**src/design/epm_defines.vh**
```
`ifndef EPM_DEFINES_VH
`define EPM_DEFINES_VH
// ----------------------------------------
// Processor identities and arbitration
// ----------------------------------------
`define EPM_NPROC 6
`define EPM_HOST_IDX 6
`define EPM_NREQ 7
`define EPM_PRIO_FIXED 1'b0
`define EPM_PRIO_ROT 1'b1
// ----------------------------------------
// Word sizes on the data bus
// ----------------------------------------
`define EPM_WSZ_32 2'h0
`define EPM_WSZ_40 2'h1
`define EPM_WSZ_16 2'h2
`define EPM_WSZ_8 2'h3
// ----------------------------------------
// Boot modes, one-hot; reserved is all zero
// ----------------------------------------
`define EPM_BOOT_NONE 4'h1
`define EPM_BOOT_HOST 4'h2
`define EPM_BOOT_LINK 4'h4
`define EPM_BOOT_MEM 4'h8
`define EPM_BOOT_RSVD 4'h0
// ----------------------------------------
// Bank decode
// ----------------------------------------
`define EPM_BANK_BASE_BIT 12
`define EPM_BANK_SIZE_W 4
`define EPM_PAGE_SIZE_W 3
`define EPM_PAGE_BASE_BIT 8
`define EPM_EXT_SPACE_BIT 22
`endif

```
**src/design/epm_port.v**
```verilog
`timescale 1ns/1ps
`include "epm_defines.vh"
// What this block does
// - Distributed arbitration for six processors plus host.
// - Mastership changeover costs one cycle.
// - Fixed or rotating priority selectable.
// - Lock holds mastership across read-modify-write.
// - Broadcast writes accepted by every slave processor.
// - 32-bit words on data bits 47-16.
// - 40-bit words on data bits 47-8.
// - 16-bit words on data bits 31-16.
// - Byte boot transfers on bits 23-16.
// - Bank selects decoded, inactive when idle.
// - Bank select asserted for false conditional access.
// - Page flag on bank 0 page crossing.
// - Read strobe low on reads, either direction.
// - Write strobe low on writes, either direction.
// - Only bus master drives strobes and selects.
// - Write select early with address, abortable.
// - Boot memory strap uses boot select output.
// - Link boot strap selects link boot.
// - Host boot or no boot from select input.
// - Boot select three-statable only in memory boot.
// - Outputs float as slave or on tristate request.
// - Both boot straps high is reserved.
module epm_port (
  // Clock and reset
  input wire sys_clk,
  input wire srst,
  // Configuration
  input wire [2:0] proc_id,
  input wire prio_mode,
  input wire [3:0] bank_size_field,
  input wire [2:0] page_size,
  // Core access request
  input wire acc_req,
  input wire acc_write,
  input wire acc_cond_true,
  input wire acc_lock,
  input wire acc_bcast,
  input wire [1:0] acc_size,
  input wire [31:0] acc_addr,
  input wire [47:0] acc_wdata,
  output wire acc_grant,
  output reg [47:0] acc_rdata_reg,
  output reg acc_done_reg,
  // Arbitration requests of peers and host
  input wire [6:0] peer_req,
  input wire bus_tristate_request,
  // External address and data bus
  input wire [31:0] ext_address_bus_i,
  output reg [31:0] ext_address_bus_o,
  output wire ext_address_bus_oe,
  input wire [47:0] ext_data_bus_i,
  output reg [47:0] ext_data_bus_o,
  output wire ext_data_bus_oe,
  // Strobes and selects
  input wire rd_n_i,
  output reg rd_n_o,
  output wire rd_n_oe,
  input wire wr_n_i,
  output reg wr_n_o,
  output wire wr_n_oe,
  input wire sync_write_select_n_i,
  output reg sync_write_select_n_o,
  output wire sync_write_select_n_oe,
  output reg [3:0] bank_select_n,
  output wire bank_select_oe,
  output reg page_flag,
  output wire page_flag_oe,
  output wire bus_clock_reference,
  output wire bus_clock_reference_oe,
  // Boot straps and boot select
  input wire boot_memory_strap,
  input wire link_boot_strap,
  input wire boot_chip_select_i,
  output reg boot_chip_select_o,
  output wire boot_chip_select_oe,
  output reg [3:0] boot_mode_reg,
  // Slave side: access by another master
  output reg slave_wr_reg,
  output reg slave_rd_reg,
  output reg [31:0] slave_addr_reg,
  output reg [47:0] slave_wdata_reg,
  input wire [47:0] slave_rdata
);
  // ----------------------------------------
  // Pin synchronisers
  // ----------------------------------------
  reg [9:0] sy1_reg;
  reg [9:0] sy2_reg;
  wire [9:0] sy_in;
  assign sy_in = {peer_req[6], rd_n_i, wr_n_i, sync_write_select_n_i,
                  bus_tristate_request, boot_memory_strap,
                  link_boot_strap, boot_chip_select_i, 2'h0};
  always @(posedge sys_clk) begin
    if (srst) begin
      // Idle pin levels, so no false strobe edge follows reset.
      sy1_reg <= 10'h1c0;
      sy2_reg <= 10'h1c0;
    end else begin
      sy1_reg <= sy_in;
      sy2_reg <= sy1_reg;
    end
  end
  wire host_req_s = sy2_reg[9];
  wire rd_n_s = sy2_reg[8];
  wire wr_n_s = sy2_reg[7];
  wire sws_n_s = sy2_reg[6];
  wire tsr_s = sy2_reg[5];
  // ----------------------------------------
  // Boot strap capture
  // ----------------------------------------
  // Straps are taken after the synchronisers settle, not at reset itself.
  reg [1:0] rst_cnt_reg;
  always @(posedge sys_clk) begin
    if (srst) begin
      rst_cnt_reg <= 2'h0;
      boot_mode_reg <= `EPM_BOOT_RSVD;
    end else if (rst_cnt_reg != 2'h3) begin
      rst_cnt_reg <= rst_cnt_reg + 2'h1;
      if (rst_cnt_reg == 2'h2) begin
        if (sy2_reg[4] && sy2_reg[3]) begin
          boot_mode_reg <= `EPM_BOOT_RSVD;
        end else if (sy2_reg[4]) begin
          boot_mode_reg <= `EPM_BOOT_MEM;
        end else if (sy2_reg[3]) begin
          boot_mode_reg <= `EPM_BOOT_LINK;
        end else if (sy2_reg[2]) begin
          boot_mode_reg <= `EPM_BOOT_HOST;
        end else begin
          boot_mode_reg <= `EPM_BOOT_NONE;
        end
      end
    end
  end
  wire mem_boot = (boot_mode_reg == `EPM_BOOT_MEM);
  // ----------------------------------------
  // Arbitration
  // ----------------------------------------
  wire [6:0] req_vec;
  wire [6:0] grant;
  genvar g;
  generate
    for (g = 0; g < `EPM_NPROC; g = g + 1) begin : g_req
      assign req_vec[g] = (proc_id == g) ? acc_req : peer_req[g];
    end
  endgenerate
  assign req_vec[`EPM_HOST_IDX] = host_req_s;
  // Lock only counts while this processor holds the bus.
  wire arb_lock = acc_lock & grant[proc_id];
  epm_arbiter u_arb (
    .sys_clk(sys_clk),
    .srst(srst),
    .req(req_vec),
    .prio_mode(prio_mode),
    .lock(arb_lock),
    .grant_reg(grant)
  );
  wire is_master = grant[proc_id];
  assign acc_grant = is_master;
  // ----------------------------------------
  // Master access sequencer
  // ----------------------------------------
  localparam ST_IDLE = 3'h1;
  localparam ST_ADDR = 3'h2;
  localparam ST_STRB = 3'h4;
  reg [2:0] state_reg;
  reg [2:0] state_next;
  reg [31:0] last_addr_reg;
  reg [1:0] size_reg;
  reg write_reg;
  reg cond_reg;
  wire [3:0] bank_dec;
  wire [31:0] bank_rel = acc_addr >> `EPM_BANK_BASE_BIT;
  // Bank index is address above base shifted by the configured size.
  wire [31:0] bank_idx = bank_rel >> bank_size_field;
  assign bank_dec = (bank_idx < 32'h4) ? (4'h1 << bank_idx[1:0]) : 4'h0;
  wire [31:0] page_mask = 32'hffffffff << (`EPM_PAGE_BASE_BIT + page_size);
  wire page_cross = ((acc_addr & page_mask) != (last_addr_reg & page_mask));
  always @* begin
    state_next = state_reg;
    case (state_reg)
      ST_IDLE: begin
        // A request still up in the done cycle is the old one.
        if (acc_req && is_master && !acc_done_reg) begin
          state_next = ST_ADDR;
        end
      end
      ST_ADDR: begin
        state_next = ST_STRB;
      end
      ST_STRB: begin
        state_next = ST_IDLE;
      end
      default: begin
        state_next = ST_IDLE;
      end
    endcase
  end
  // Data lane placement per word size.
  function [47:0] place;
    input [1:0] sz;
    input [47:0] d;
    begin
      case (sz)
        `EPM_WSZ_32: place = {d[31:0], 16'h0000};
        `EPM_WSZ_40: place = {d[39:0], 8'h00};
        `EPM_WSZ_16: place = {16'h0000, d[15:0], 16'h0000};
        `EPM_WSZ_8: place = {24'h000000, d[7:0], 16'h0000};
        default: place = 48'h0;
      endcase
    end
  endfunction
  function [47:0] extract;
    input [1:0] sz;
    input [47:0] d;
    begin
      case (sz)
        `EPM_WSZ_32: extract = {16'h0000, d[47:16]};
        `EPM_WSZ_40: extract = {8'h00, d[47:8]};
        `EPM_WSZ_16: extract = {32'h0, d[31:16]};
        `EPM_WSZ_8: extract = {40'h0, d[23:16]};
        default: extract = 48'h0;
      endcase
    end
  endfunction
  always @(posedge sys_clk) begin
    if (srst) begin
      state_reg <= ST_IDLE;
      ext_address_bus_o <= 32'h0;
      ext_data_bus_o <= 48'h0;
      rd_n_o <= 1'b1;
      wr_n_o <= 1'b1;
      sync_write_select_n_o <= 1'b1;
      bank_select_n <= 4'hf;
      page_flag <= 1'b0;
      boot_chip_select_o <= 1'b1;
      last_addr_reg <= 32'h0;
      size_reg <= `EPM_WSZ_32;
      write_reg <= 1'b0;
      cond_reg <= 1'b0;
      acc_rdata_reg <= 48'h0;
      acc_done_reg <= 1'b0;
    end else begin
      state_reg <= state_next;
      acc_done_reg <= 1'b0;
      case (state_reg)
        ST_IDLE: begin
          rd_n_o <= 1'b1;
          wr_n_o <= 1'b1;
          sync_write_select_n_o <= 1'b1;
          bank_select_n <= 4'hf;
          boot_chip_select_o <= 1'b1;
          page_flag <= 1'b0;
          if (state_next == ST_ADDR) begin
            ext_address_bus_o <= acc_addr;
            size_reg <= acc_size;
            write_reg <= acc_write;
            cond_reg <= acc_cond_true;
            ext_data_bus_o <= place(acc_size, acc_wdata);
            // Select moves with the address, condition ignored.
            if (mem_boot && acc_size == `EPM_WSZ_8) begin
              boot_chip_select_o <= 1'b0;
            end else begin
              bank_select_n <= ~bank_dec;
              // Byte boot fetches use the boot select, never bank 0.
              page_flag <= bank_dec[0] && page_cross;
            end
            sync_write_select_n_o <= ~acc_write;
            last_addr_reg <= acc_addr;
          end
        end
        ST_ADDR: begin
          if (cond_reg) begin
            rd_n_o <= write_reg;
            wr_n_o <= ~write_reg;
          end
        end
        ST_STRB: begin
          rd_n_o <= 1'b1;
          wr_n_o <= 1'b1;
          sync_write_select_n_o <= 1'b1;
          bank_select_n <= 4'hf;
          boot_chip_select_o <= 1'b1;
          page_flag <= 1'b0;
          acc_rdata_reg <= extract(size_reg, ext_data_bus_i);
          acc_done_reg <= 1'b1;
        end
        default: begin
          rd_n_o <= 1'b1;
        end
      endcase
    end
  end
  // ----------------------------------------
  // Output enables
  // ----------------------------------------
  wire drive = is_master && !tsr_s;
  assign ext_address_bus_oe = drive;
  assign ext_data_bus_oe = drive && write_reg && (state_reg != ST_IDLE);
  assign rd_n_oe = drive;
  assign wr_n_oe = drive;
  assign sync_write_select_n_oe = drive;
  assign bank_select_oe = drive;
  assign page_flag_oe = drive;
  assign bus_clock_reference = sys_clk;
  assign bus_clock_reference_oe = drive;
  assign boot_chip_select_oe = drive && mem_boot;
  // ----------------------------------------
  // Slave side
  // ----------------------------------------
  // A write with the write select high is ignored; a read needs the write select high.
  reg wr_n_d_reg;
  wire sl_addr_hit = (ext_address_bus_i[31:`EPM_EXT_SPACE_BIT] == 10'h0);
  always @(posedge sys_clk) begin
    if (srst) begin
      wr_n_d_reg <= 1'b1;
      slave_wr_reg <= 1'b0;
      slave_rd_reg <= 1'b0;
      slave_addr_reg <= 32'h0;
      slave_wdata_reg <= 48'h0;
    end else begin
      wr_n_d_reg <= wr_n_s;
      slave_wr_reg <= 1'b0;
      slave_rd_reg <= 1'b0;
      if (!is_master && sl_addr_hit) begin
        // Broadcast writes land here in every slave processor at once.
        if (!wr_n_s && wr_n_d_reg && !sws_n_s) begin
          slave_wr_reg <= 1'b1;
          slave_addr_reg <= ext_address_bus_i;
          slave_wdata_reg <= ext_data_bus_i;
        end
        if (!rd_n_s && sws_n_s) begin
          slave_rd_reg <= 1'b1;
          slave_addr_reg <= ext_address_bus_i;
        end
      end
    end
  end
  wire [47:0] unused_rd = slave_rdata;
endmodule // epm_port

```
**src/design/epm_arbiter.v**
```verilog
`timescale 1ns/1ps
module epm_arbiter (
  // Clock and reset
  input wire sys_clk,
  input wire srst,
  // Requests and control
  input wire [6:0] req,
  input wire prio_mode,
  input wire lock,
  // Grant
  output reg [6:0] grant_reg
);
  // ----------------------------------------
  // Grant selection
  // ----------------------------------------
  reg [2:0] last_reg;
  reg [6:0] grant_next;
  reg [2:0] idx;
  reg found;
  reg [3:0] sum;
  integer i;
  integer j;
  always @* begin
    grant_next = 7'h00;
    found = 1'b0;
    idx = 3'h0;
    sum = 4'h0;
    if (lock) begin
      grant_next = grant_reg;
    end else if (|(grant_reg & req)) begin
      // The master keeps the bus until it lets its request go.
      grant_next = grant_reg;
    end else if (req[`EPM_HOST_IDX]) begin
      grant_next = 7'h40;
    end else begin
      for (i = 0; i < `EPM_NPROC; i = i + 1) begin
        if (prio_mode == `EPM_PRIO_ROT) begin
          sum = {1'b0, last_reg} + 4'h1 + {1'b0, i[2:0]};
          idx = (sum >= 4'h6) ? sum[2:0] - 3'h6 : sum[2:0];
        end else begin
          idx = i[2:0];
        end
        if (!found && req[idx]) begin
          found = 1'b1;
          grant_next = 7'h01 << idx;
        end
      end
    end
  end
  // Grant moves in one edge, so changeover costs a single cycle.
  always @(posedge sys_clk) begin
    if (srst) begin
      grant_reg <= 7'h00;
      last_reg <= 3'h5;
    end else begin
      grant_reg <= grant_next;
      for (j = 0; j < `EPM_NPROC; j = j + 1) begin
        if (grant_next[j]) begin
          last_reg <= j[2:0];
        end
      end
    end
  end
endmodule // epm_arbiter

```
**config.mk**
```make
export PLATFORM = sky130hd
export DESIGN_NAME = epm_port
export DESIGN_NICKNAME = d
export VERILOG_FILES = /design/src/design/epm_port.v /design/src/design/epm_arbiter.v
export VERILOG_INCLUDE_DIRS = /design/src /design/src/design
export SDC_FILE = /design/constraint.sdc
export NUM_CORES = 1
export LEC_CHECK = 0
export ABC_AREA = 0
export BUFFER_PORTS_ARGS = -buffer_cell sky130_fd_sc_hd__buf_4
export CORE_MARGIN = 3
export CORE_UTILIZATION = 25
export DETAILED_ROUTE_END_ITERATION = 10
export GPL_TIMING_DRIVEN = 1
export HOLD_SLACK_MARGIN = 0.03
export SYNTH_ARGS = -nofsm -noshare
export SYNTH_HDL_FRONTEND = slang
export SYNTH_SLANG_ARGS = --single-unit
```
**constraint.sdc**
```tcl
create_clock -name sys_clk -period 4.2 [get_ports sys_clk]
set_input_delay 0.42 -clock sys_clk [delete_from_list [all_inputs] [get_ports sys_clk]]
set_output_delay 0.42 -clock sys_clk [all_outputs]
set_load 0.005 [all_outputs]
```
# == Word-level counts from Yosys, hierarchy flattened ==
# Index checks and enable logic that the tools add are counted.
# classes
addsub,14
reduce_logical,50
eq_ne,21
n_lt_le_gt_ge,14
bitwise,11
muxes,111
n_shift,9
# ops
cell,n
case mux 48 bit (4 select lines),2
2-to-1 mux 3 bit,36
bitwise AND 32 bit,2
2-to-1 mux 32 bit,2
2-to-1 mux 7 bit,7
2-to-1 mux 1 bit,43
"<< shifter 1 x 3 -> 7 bit, first input constant",6
"less-than comparator 32 x 3 -> 1 bit, second input constant",1
inequality test 32 bit,1
"<< shifter 32 x 5 -> 32 bit, first input constant",1
right shift 20 x 4 -> 32 bit,1
"less-than comparator 3 x 4 -> 1 bit, second input constant",7
"greater-or-equal comparator 4 x 3 -> 1 bit, second input constant",6
binary-select mux 1 bit (select 3 bit),7
2-to-1 mux 4 bit,5
logical AND 1 bit,18
"subtractor 3 bit, second input constant",6
"== test 3 x 2 -> 1 bit, second input constant",4
2-to-1 mux 6 bit,2
AND reduction 2 bit,6
zero test 1 bit,11
"== test 2 bit, second input constant",5
zero test 10 bit,1
"== test 3 bit, second input constant",3
28 further kinds,47
# word_totals
register_bits,264
out_inout_bits,235
in_bits,242

# == Depth between registers and ports, before layout ==
# Gate-level depths: netlist of the first run.
# logic_depth
word_depth,48
ltp_mapped,17

# == Modules after synthesis ==
# From an unflattened synthesis of the first run, not the netlist that was laid out.
# unflattened
cells_unflattened,1469
hier_area_um2,12326.8
# by_module_without_submodules
module,area_per_inst_um2,seq_area_each_um2,cells_each,instances
epm_port,9808.2,4684.5,1124,1
epm_arbiter,2518.7,200.2,345,1

==> impl_summary.log, run 1 <==
INFO  metric leakage_power_summed_over_all_cells = 7.58 nW
INFO  metric pin_count_of_the_biggest_net_entering_global_routing = 85
INFO  metric rsz0062_at_grt = false
INFO  metric cp.arrival = 4.52 ns
INFO  metric fin_ws = 0.268 ns
INFO  metric clock_skew = 0.0124 ns
INFO  metric synth.yosys.seq_area_share = 40.9%
INFO  metric cts.clk_slew.worst_paths = 0.06 ns
INFO  metric die_area = 0.0504 sq mm
INFO  metric place_ws = 0.123 ns
INFO  metric syn_inst = 1437
INFO  metric fp.dieH = 225 um
INFO  metric max-slew-margin-rel = 33.9%
INFO  metric diodes = 0
INFO  metric design_power_total = 8.72 mW
INFO  metric synth_enable_flop_cells = 0
INFO  metric synth_largest_area_cell = dfxtp_1
INFO  metric outcome = complete, no violations
INFO  metric synth.top_cells.by_area = dfxtp_1 (41%), nand2_1 (7.5%), mux2i_1 (6.9%)
INFO  metric count_of_cell_types_in_the_netlist = 88
INFO  metric grt_usage = 17.4%
INFO  metric ys_dominant_reg_cell = dfxtp_1
INFO  metric drtAntennaViolNets = 0
INFO  metric placeableCoreArea = 0.0469 sq mm
INFO  metric layout_worst_path_cycle_share = 93.6%
INFO  metric critical_path_class = reg -> reg
INFO  metric hold_class = in -> reg
INFO  metric grt-ovfl-total = 0
INFO  metric synth_async_sr_flop_share = 0%
INFO  metric finish.net_count = 2217
INFO  metric first_iter_violations = 735
INFO  metric final.setup.tns = 0 ns
INFO  metric total_half_perimeter_wirelength_after_legalization_and_detailed_placement = 33200 um
INFO  metric dpl-instance-area = 0.0158 sq mm
INFO  metric timing.final.hold_violations = 0
INFO  metric cp.required = 4.79 ns
INFO  metric floorplan.initialDensity = 25.5%
INFO  metric grt_pass1_vias = 12500
INFO  metric port_bufs = 403
INFO  metric report.final.slew_viol_count = 0
INFO  metric floorplan.die.width = 225 um
INFO  metric layout_overhead_on_the_synthesized_area = 53.3%
INFO  metric wl = 46300 um
INFO  metric worst_ir_drop_vdd = 0.465 mV
INFO  metric detail_route.drc_violations = 0
INFO  metric worstSetupStartpointType = flop
INFO  metric finalWeightedCongestion = 0.894
INFO  metric grt_first_pass_wirelength = 70500 um
INFO  metric max_clock_freq = 254 MHz
INFO  metric largest_register_ffs = 48
INFO  metric floorplan.io_pins = 477
INFO  metric count_of_fill_cells_added_during_filler_insertion = 4726
INFO  metric finalCriticalPeriod = 3.93 ns
INFO  metric initial_antenna_violation_count = 0
INFO  metric insertion_delay = 0.69 ns
INFO  metric floorplan.rows = 79
INFO  metric crit_path_end_kind = flop
INFO  metric firstDrtPassIters = 5
INFO  metric cap_violations = 0
INFO  metric cts_tree = built
INFO  metric synth_area = 0.0119 sq mm
INFO  metric post_synth.cell_area_avg = 8.31 sq um
INFO  metric via_count = 12600
INFO  metric finish.instance_area = 0.0183 sq mm
INFO  metric netlist.area_leader.share = 40.9%
INFO  metric route.detailed.vias_per_inst = 4.85
INFO  metric worst-slew-pin-transition = 0.991 ns
INFO  metric yosysWarningCount = 0
INFO  metric regToRegSetupSlack = 0.27 ns
INFO  metric synth.ff_latch_count = 244
INFO  metric p_per_area = 476 mW/mm^2
INFO  metric detail_route.wl_per_cell = 17.8 um
INFO  metric worst-path-max-fanout = 6
INFO  metric layout_cells_sized_above_1 = 30.1%
INFO  metric final.hold.worst_slack = 0.0585 ns
INFO  metric finalSetupViolCount = 0
[synth_stat cells, drive strengths merged (11+ instances only)]
master	n
buf	47
and2	16
clkbuf	77
nor2b	38
nand2	240
or2	14
a211oi	17
dfxtp	244
a21oi	152
xnor2	13
nand3	29
inv	15
and3	11
o21ai	59
mux2i	83
nor2	101
nor4	12
nor3	46
nand2b	17
xor2	20
[layer usage]
metal | vias up | global-route usage (%) | routed length, um
met5 | - | 0 | 0
met4 | 0 | 6.17 | 1720
met3 | 101 | 4.46 | 3270
met2 | 472 | 29.0 | 21800
met1 | 5942 | 21.7 | 19600
li1 | 6083 | - | -
[layout make-up]
| cell class | instances | area, sq um | share of cell area (%) |
|---|---|---|---|
| clock buffer | 42 | 935 | 5.10 |
| clock inverter | 20 | 262 | 1.43 |
| inverter | 16 | 60.1 | 0.328 |
| multi-input combinational | 1068 | 6530 | 35.7 |
| sequential | 244 | 4890 | 26.7 |
| tap | 607 | 759 | 4.15 |
| timing repair buffer | 601 | 4880 | 26.6 |
[report_power, final]
| group | switching, mW | total, mW | internal [mW] |
|---|---|---|---|
| Clock | 1.14 | 3.03 | 1.89 |
| Combinational | 1.68 | 3.19 | 1.51 |
| Sequential | 0.0912 | 2.51 | 2.42 |
| Total | 2.91 | 8.72 | 5.82 |
[cells by family (layout without fill, tap and decap cells)]
family | after synthesis | after routing | share of synthesized area, %
adder cells (fa/ha/maj) | 10 | 10 | 1.03
multiplexers | 103 | 103 | 9.85
buffers and inverters | 140 | 679 | 5.41
flip-flops | 244 | 244 | 40.9
XOR/XNOR | 34 | 34 | 2.62
AND/OR/NAND/NOR | 569 | 569 | 22.6
AO/OA/AOI/OAI | 336 | 336 | 17.6
other | 1 | 16 | 0.0314
[path summary, 6_finish.rpt]
check | from | end | cells past startpoint
worst max-delay path | u_arb.last_reg[1] | u_arb.last_reg[1] | 17
worst min-delay path | acc_wdata[13] | ext_data_bus_o[29] | 3
worst max register to register | u_arb.last_reg[1] | u_arb.last_reg[1] | 17
worst min register to register | sy1_reg[6] | sy2_reg[6] | 1
[stage by stage]
stage / cells / utilization [%]
floorplan: 1452 / -
global placement: 2412 / 33.8
detailed placement: 2412 / 33.8
CTS: 2597 / 39.0
global route: 2598 / 39.1
finish: 2598 / 39.1
[layout by cell type (no fill, tap or decap), types with 17 or more instances in the layout]
cell | Yosys | layout
dfxtp_1 | 244 | 242
nand2b_1 | 17 | 17
buf_4 | 25 | 473
nand2_1 | 240 | 240
xor2_1 | 20 | 20
nor3_1 | 46 | 45
nand3_1 | 29 | 28
a21oi_1 | 152 | 151
a211oi_1 | 17 | 17
nor2_1 | 101 | 100
o21ai_0 | 57 | 56
mux2i_1 | 82 | 81
clkbuf_16 | 0 | 34
dlygate4sd3_1 | 0 | 124
nor2b_1 | 37 | 37
[worst max-delay path, stage by stage, from the launching register on]
cell,delay [ns]
dfxtp_2,0.40
inv_1,0.09
ha_1,0.35
inv_2,0.05
ha_1,0.27
or4b_1,0.50
o221ai_1,0.17
o21ba_2,0.22
mux2i_1,0.21
mux2i_2,0.14
buf_4,0.17
or4_1,0.39
a21oi_1,0.22
nor4_1,0.10
buf_4,0.14
nor2_1,0.18
a211oi_1,0.08
buf_4,0.14
[what timing repair did]
action / 4_1_cts / 5_1_grt
hold buffers: 124 / 0
hold endpoints to repair: 162 / 0
endpoints found under the setup margin: 0 / 4
gates resized for setup: 0 / 10
buffers inserted: 0 / 1
No activity file was read; power rests on OpenSTA's default activity.
==> run 2: changes to the inputs <==
--- a/config.mk
+++ b/config.mk
@@ -10,6 +10,7 @@
 export BUFFER_PORTS_ARGS = -buffer_cell sky130_fd_sc_hd__buf_4
 export CORE_MARGIN = 3
 export CORE_UTILIZATION = 25
+export CTS_BUF_LIST = sky130_fd_sc_hd__clkbuf_4 sky130_fd_sc_hd__clkbuf_8 sky130_fd_sc_hd__clkbuf_16
 export DETAILED_ROUTE_END_ITERATION = 10
 export GPL_TIMING_DRIVEN = 1
 export HOLD_SLACK_MARGIN = 0.03
==> run 2 against run 1 <==
Effect of this change:
- cell count did not move
- register-to-register slack about the same
- highest routed layer unchanged
- sequential cell count did not move
- critical path depth is the same
- sequential share of layout area barely moved
- die area unchanged
- clock-buffer cell count unchanged
- largest power group unchanged
- clock skew is essentially flat
- clock power is essentially flat
- critical path type unchanged
- routed wire length is essentially flat
==> impl_summary.log, run 2 (synthesized netlist as in run 1, its figures left out) <==
INFO  metric report.final.slew_viol_count = 0 (unchanged)
INFO  metric floorplan.io_pins = 477 (unchanged)
INFO  metric floorplan.rows = 79 (unchanged)
INFO  metric diodes = 0 (unchanged)
INFO  metric rsz0062_at_grt = false
INFO  metric cp.arrival = 4.51 ns (about the same)
INFO  metric gr-max-usage-layer = met2
INFO  metric grt_usage = 17.4% (unchanged)
INFO  metric worst-slew-pin-transition = 0.994 ns (+0.00357 ns)
INFO  metric grt_first_pass_wirelength = 70400 um (about the same)
INFO  metric hold_crit_start = acc_wdata[13]
INFO  metric layout_overhead_on_the_synthesized_area = 53.4% (about the same)
INFO  metric power.switching = 2.90 mW (-0.29%)
INFO  metric finish.net_count = 2217 (unchanged)
INFO  metric port_bufs = 403 (unchanged)
INFO  metric layout.cells.most_common = buf_4
INFO  metric firstDrtPassIters = 5 (unchanged)
INFO  metric use_met2 = 29.0% (unchanged)
INFO  metric largest_register_ffs = 48 (unchanged)
INFO  metric power.share.clock = 34.8% (about the same)
INFO  metric power.sequential.fraction = 28.7% (about the same)
INFO  metric layout_cells_sized_above_1 = 30.2% (+0.10 points)
INFO  metric grt-ovfl-total = 0 (unchanged)
INFO  metric clock_skew = 0.0125 ns (+0.000117 ns)
INFO  metric fp.dieH = 225 um (unchanged)
INFO  metric cp.required = 4.79 ns (about the same)
INFO  metric pin_count_of_the_biggest_net_entering_global_routing = 85 (unchanged)
INFO  metric final_core_util = 39.1% (about the same)
INFO  metric count_of_fill_cells_added_during_filler_insertion = 4727 (+0.021%)
INFO  metric hold_class = in -> reg
INFO  metric cts.clk_slew.worst_paths = 0.06 ns (about the same)
INFO  metric power_frac_comb = 36.5% (about the same)
INFO  metric max_clock_freq = 255 MHz (+0.31%)
INFO  metric route.detailed.vias_per_inst = 4.84 (-0.24%)
INFO  metric reg2reg_from = u_arb.last_reg[1]
INFO  metric die_area = 0.0504 sq mm (unchanged)
INFO  metric first_iter_violations = 738 (+0.41%)
INFO  metric mostFrequentLayoutCells = buf_4 (473), dfxtp_1 (242), nand2_1 (240), a21oi_1 (151), dlygate4sd3_1 (124)
INFO  metric place_ws = 0.123 ns (unchanged)
INFO  metric critical_path_class = reg -> reg
INFO  metric sw_frac_of_total = 33.2% (-0.11 points)
INFO  metric cap_violations = 0 (unchanged)
INFO  metric max-slew-margin-rel = 33.7% (-0.24 points)
INFO  metric internal_power = 5.83 mW (+0.22%)
INFO  metric cts_tree = built
INFO  metric critical_path.startpoint = u_arb.last_reg[1]
INFO  metric outcome = complete, no violations
INFO  metric p_per_area = 476 mW/mm^2 (about the same)
INFO  metric finalCriticalPeriod = 3.92 ns (-0.0123 ns)
INFO  metric insertion_delay = 0.69 ns (about the same)
INFO  metric via_count = 12600 (-0.24%)
INFO  metric worstSetupStartpointType = flop
INFO  metric wl = 46300 um (about the same)
INFO  metric crit_path_end_kind = flop
INFO  metric detail_route.drc_violations = 0 (unchanged)
INFO  metric detail_route.wl_per_cell = 17.8 um (about the same)
INFO  metric floorplan.initialDensity = 25.5% (unchanged)
INFO  metric grt.met3_usage = 4.46% (unchanged)
INFO  metric layout_worst_path_cycle_share = 93.3% (-0.29 points)
INFO  metric worst_ir_drop_vdd = 0.465 mV (about the same)
INFO  metric total_half_perimeter_wirelength_after_legalization_and_detailed_placement = 33200 um (unchanged)
INFO  metric leakage_power_summed_over_all_cells = 7.58 nW (about the same)
INFO  metric worst-path-max-fanout = 6 (unchanged)
INFO  metric final.setup.tns = 0 ns (unchanged)
INFO  metric grt_pass1_vias = 12500 (+0.024%)
INFO  metric drtAntennaViolNets = 0 (unchanged)
INFO  metric fin_ws = 0.280 ns (+0.0123 ns)
INFO  metric timing.final.hold_violations = 0 (unchanged)
INFO  metric placeableCoreArea = 0.0469 sq mm (unchanged)
INFO  metric initial_antenna_violation_count = 0 (unchanged)
INFO  metric finalSetupViolCount = 0 (unchanged)
INFO  metric finalWeightedCongestion = 0.894 (unchanged)
INFO  metric grtUsageMet1 = 21.7% (unchanged)
INFO  metric floorplan.die.width = 225 um (unchanged)
==> run 2: cell counts in the layout (fill, tap and decap cells not counted) <==
Identical to the previous run, type by type.
==> run 2: path summary, 6_finish.rpt <==
| path | endpoint | slack, ns | cells after the start |
|---|---|---|---|
| hold reg to reg | sy2_reg[6] | 0.41 | 1 |
| hold / removal | ext_data_bus_o[29] | 0.06 | 3 |
| setup reg to reg | u_arb.last_reg[1] | 0.28 | 17 |
| setup / recovery | u_arb.last_reg[1] | 0.28 | 17 |
==> run 2: critical path: stages (launching register included) <==
cell and delay (ns):
dfxtp_2 0.40, inv_1 0.08, ha_1 0.35, inv_2 0.05, ha_1 0.27, or4b_1 0.50
o221ai_1 0.17, o21ba_2 0.22, mux2i_1 0.21, mux2i_2 0.14, buf_4 0.17, or4_1 0.39
a21oi_1 0.21, nor4_1 0.10, buf_4 0.14, nor2_1 0.18, a211oi_1 0.08, buf_4 0.14
==> run 2: cell type report <==
| class | instances | area, sq um | share of cell area [%] |
|---|---|---|---|
| clock buffers | 42 | 942 | 5.14 |
| clock inverters | 20 | 262 | 1.43 |
| inverters | 16 | 60.1 | 0.328 |
| multi-input cells | 1068 | 6530 | 35.7 |
| flip-flops and latches | 244 | 4890 | 26.7 |
| well taps | 607 | 759 | 4.15 |
| repair buffers | 601 | 4880 | 26.6 |
==> run 2: routing by layer <==
layer,part of all wire [%],wire length [um],vias to the layer above
li1,-,-,6083
met1,42,19600,5941
met2,47,21800,451
met3,7.0,3240,93
met4,3.6,1670,0
met5,0,0,-
==> run 2: power groups by stage <==
stage | Sequential, mW | Combinational (mW) | Clock, mW
after floorplan | 2.53 | 1.79 | 0.0154
after global placement | 2.55 | 3.00 | 0.0154
after detailed placement | 2.56 | 3.01 | 0.0154
after CTS | 2.51 | 3.12 | 3.13
after global routing | 2.52 | 3.48 | 3.23
final | 2.51 | 3.18 | 3.04
==> run 2: repair_timing <==
action | in CTS | in global routing
resized for setup | 0 | 10
setup endpoints to repair | 0 | 4
hold buffers | 124 | 0
endpoints found under the hold margin | 162 | 0
setup buffers | 0 | 1
==> run 2: through the flow <==
stage / hold WS (ns) / cell area (sq um) / std cells / total power [mW]
2_1_floorplan: 0.389 / 12000 / 1452 / 4.34
3_3_place_gp: 0.398 / 15800 / 2412 / 5.56
3_5_place_dp: 0.401 / 15800 / 2412 / 5.58
4_1_cts: 0.0307 / 18300 / 2597 / 8.76
5_1_grt: 0.0599 / 18300 / 2598 / 9.23
6_report: 0.0577 / 18300 / 2598 / 8.73
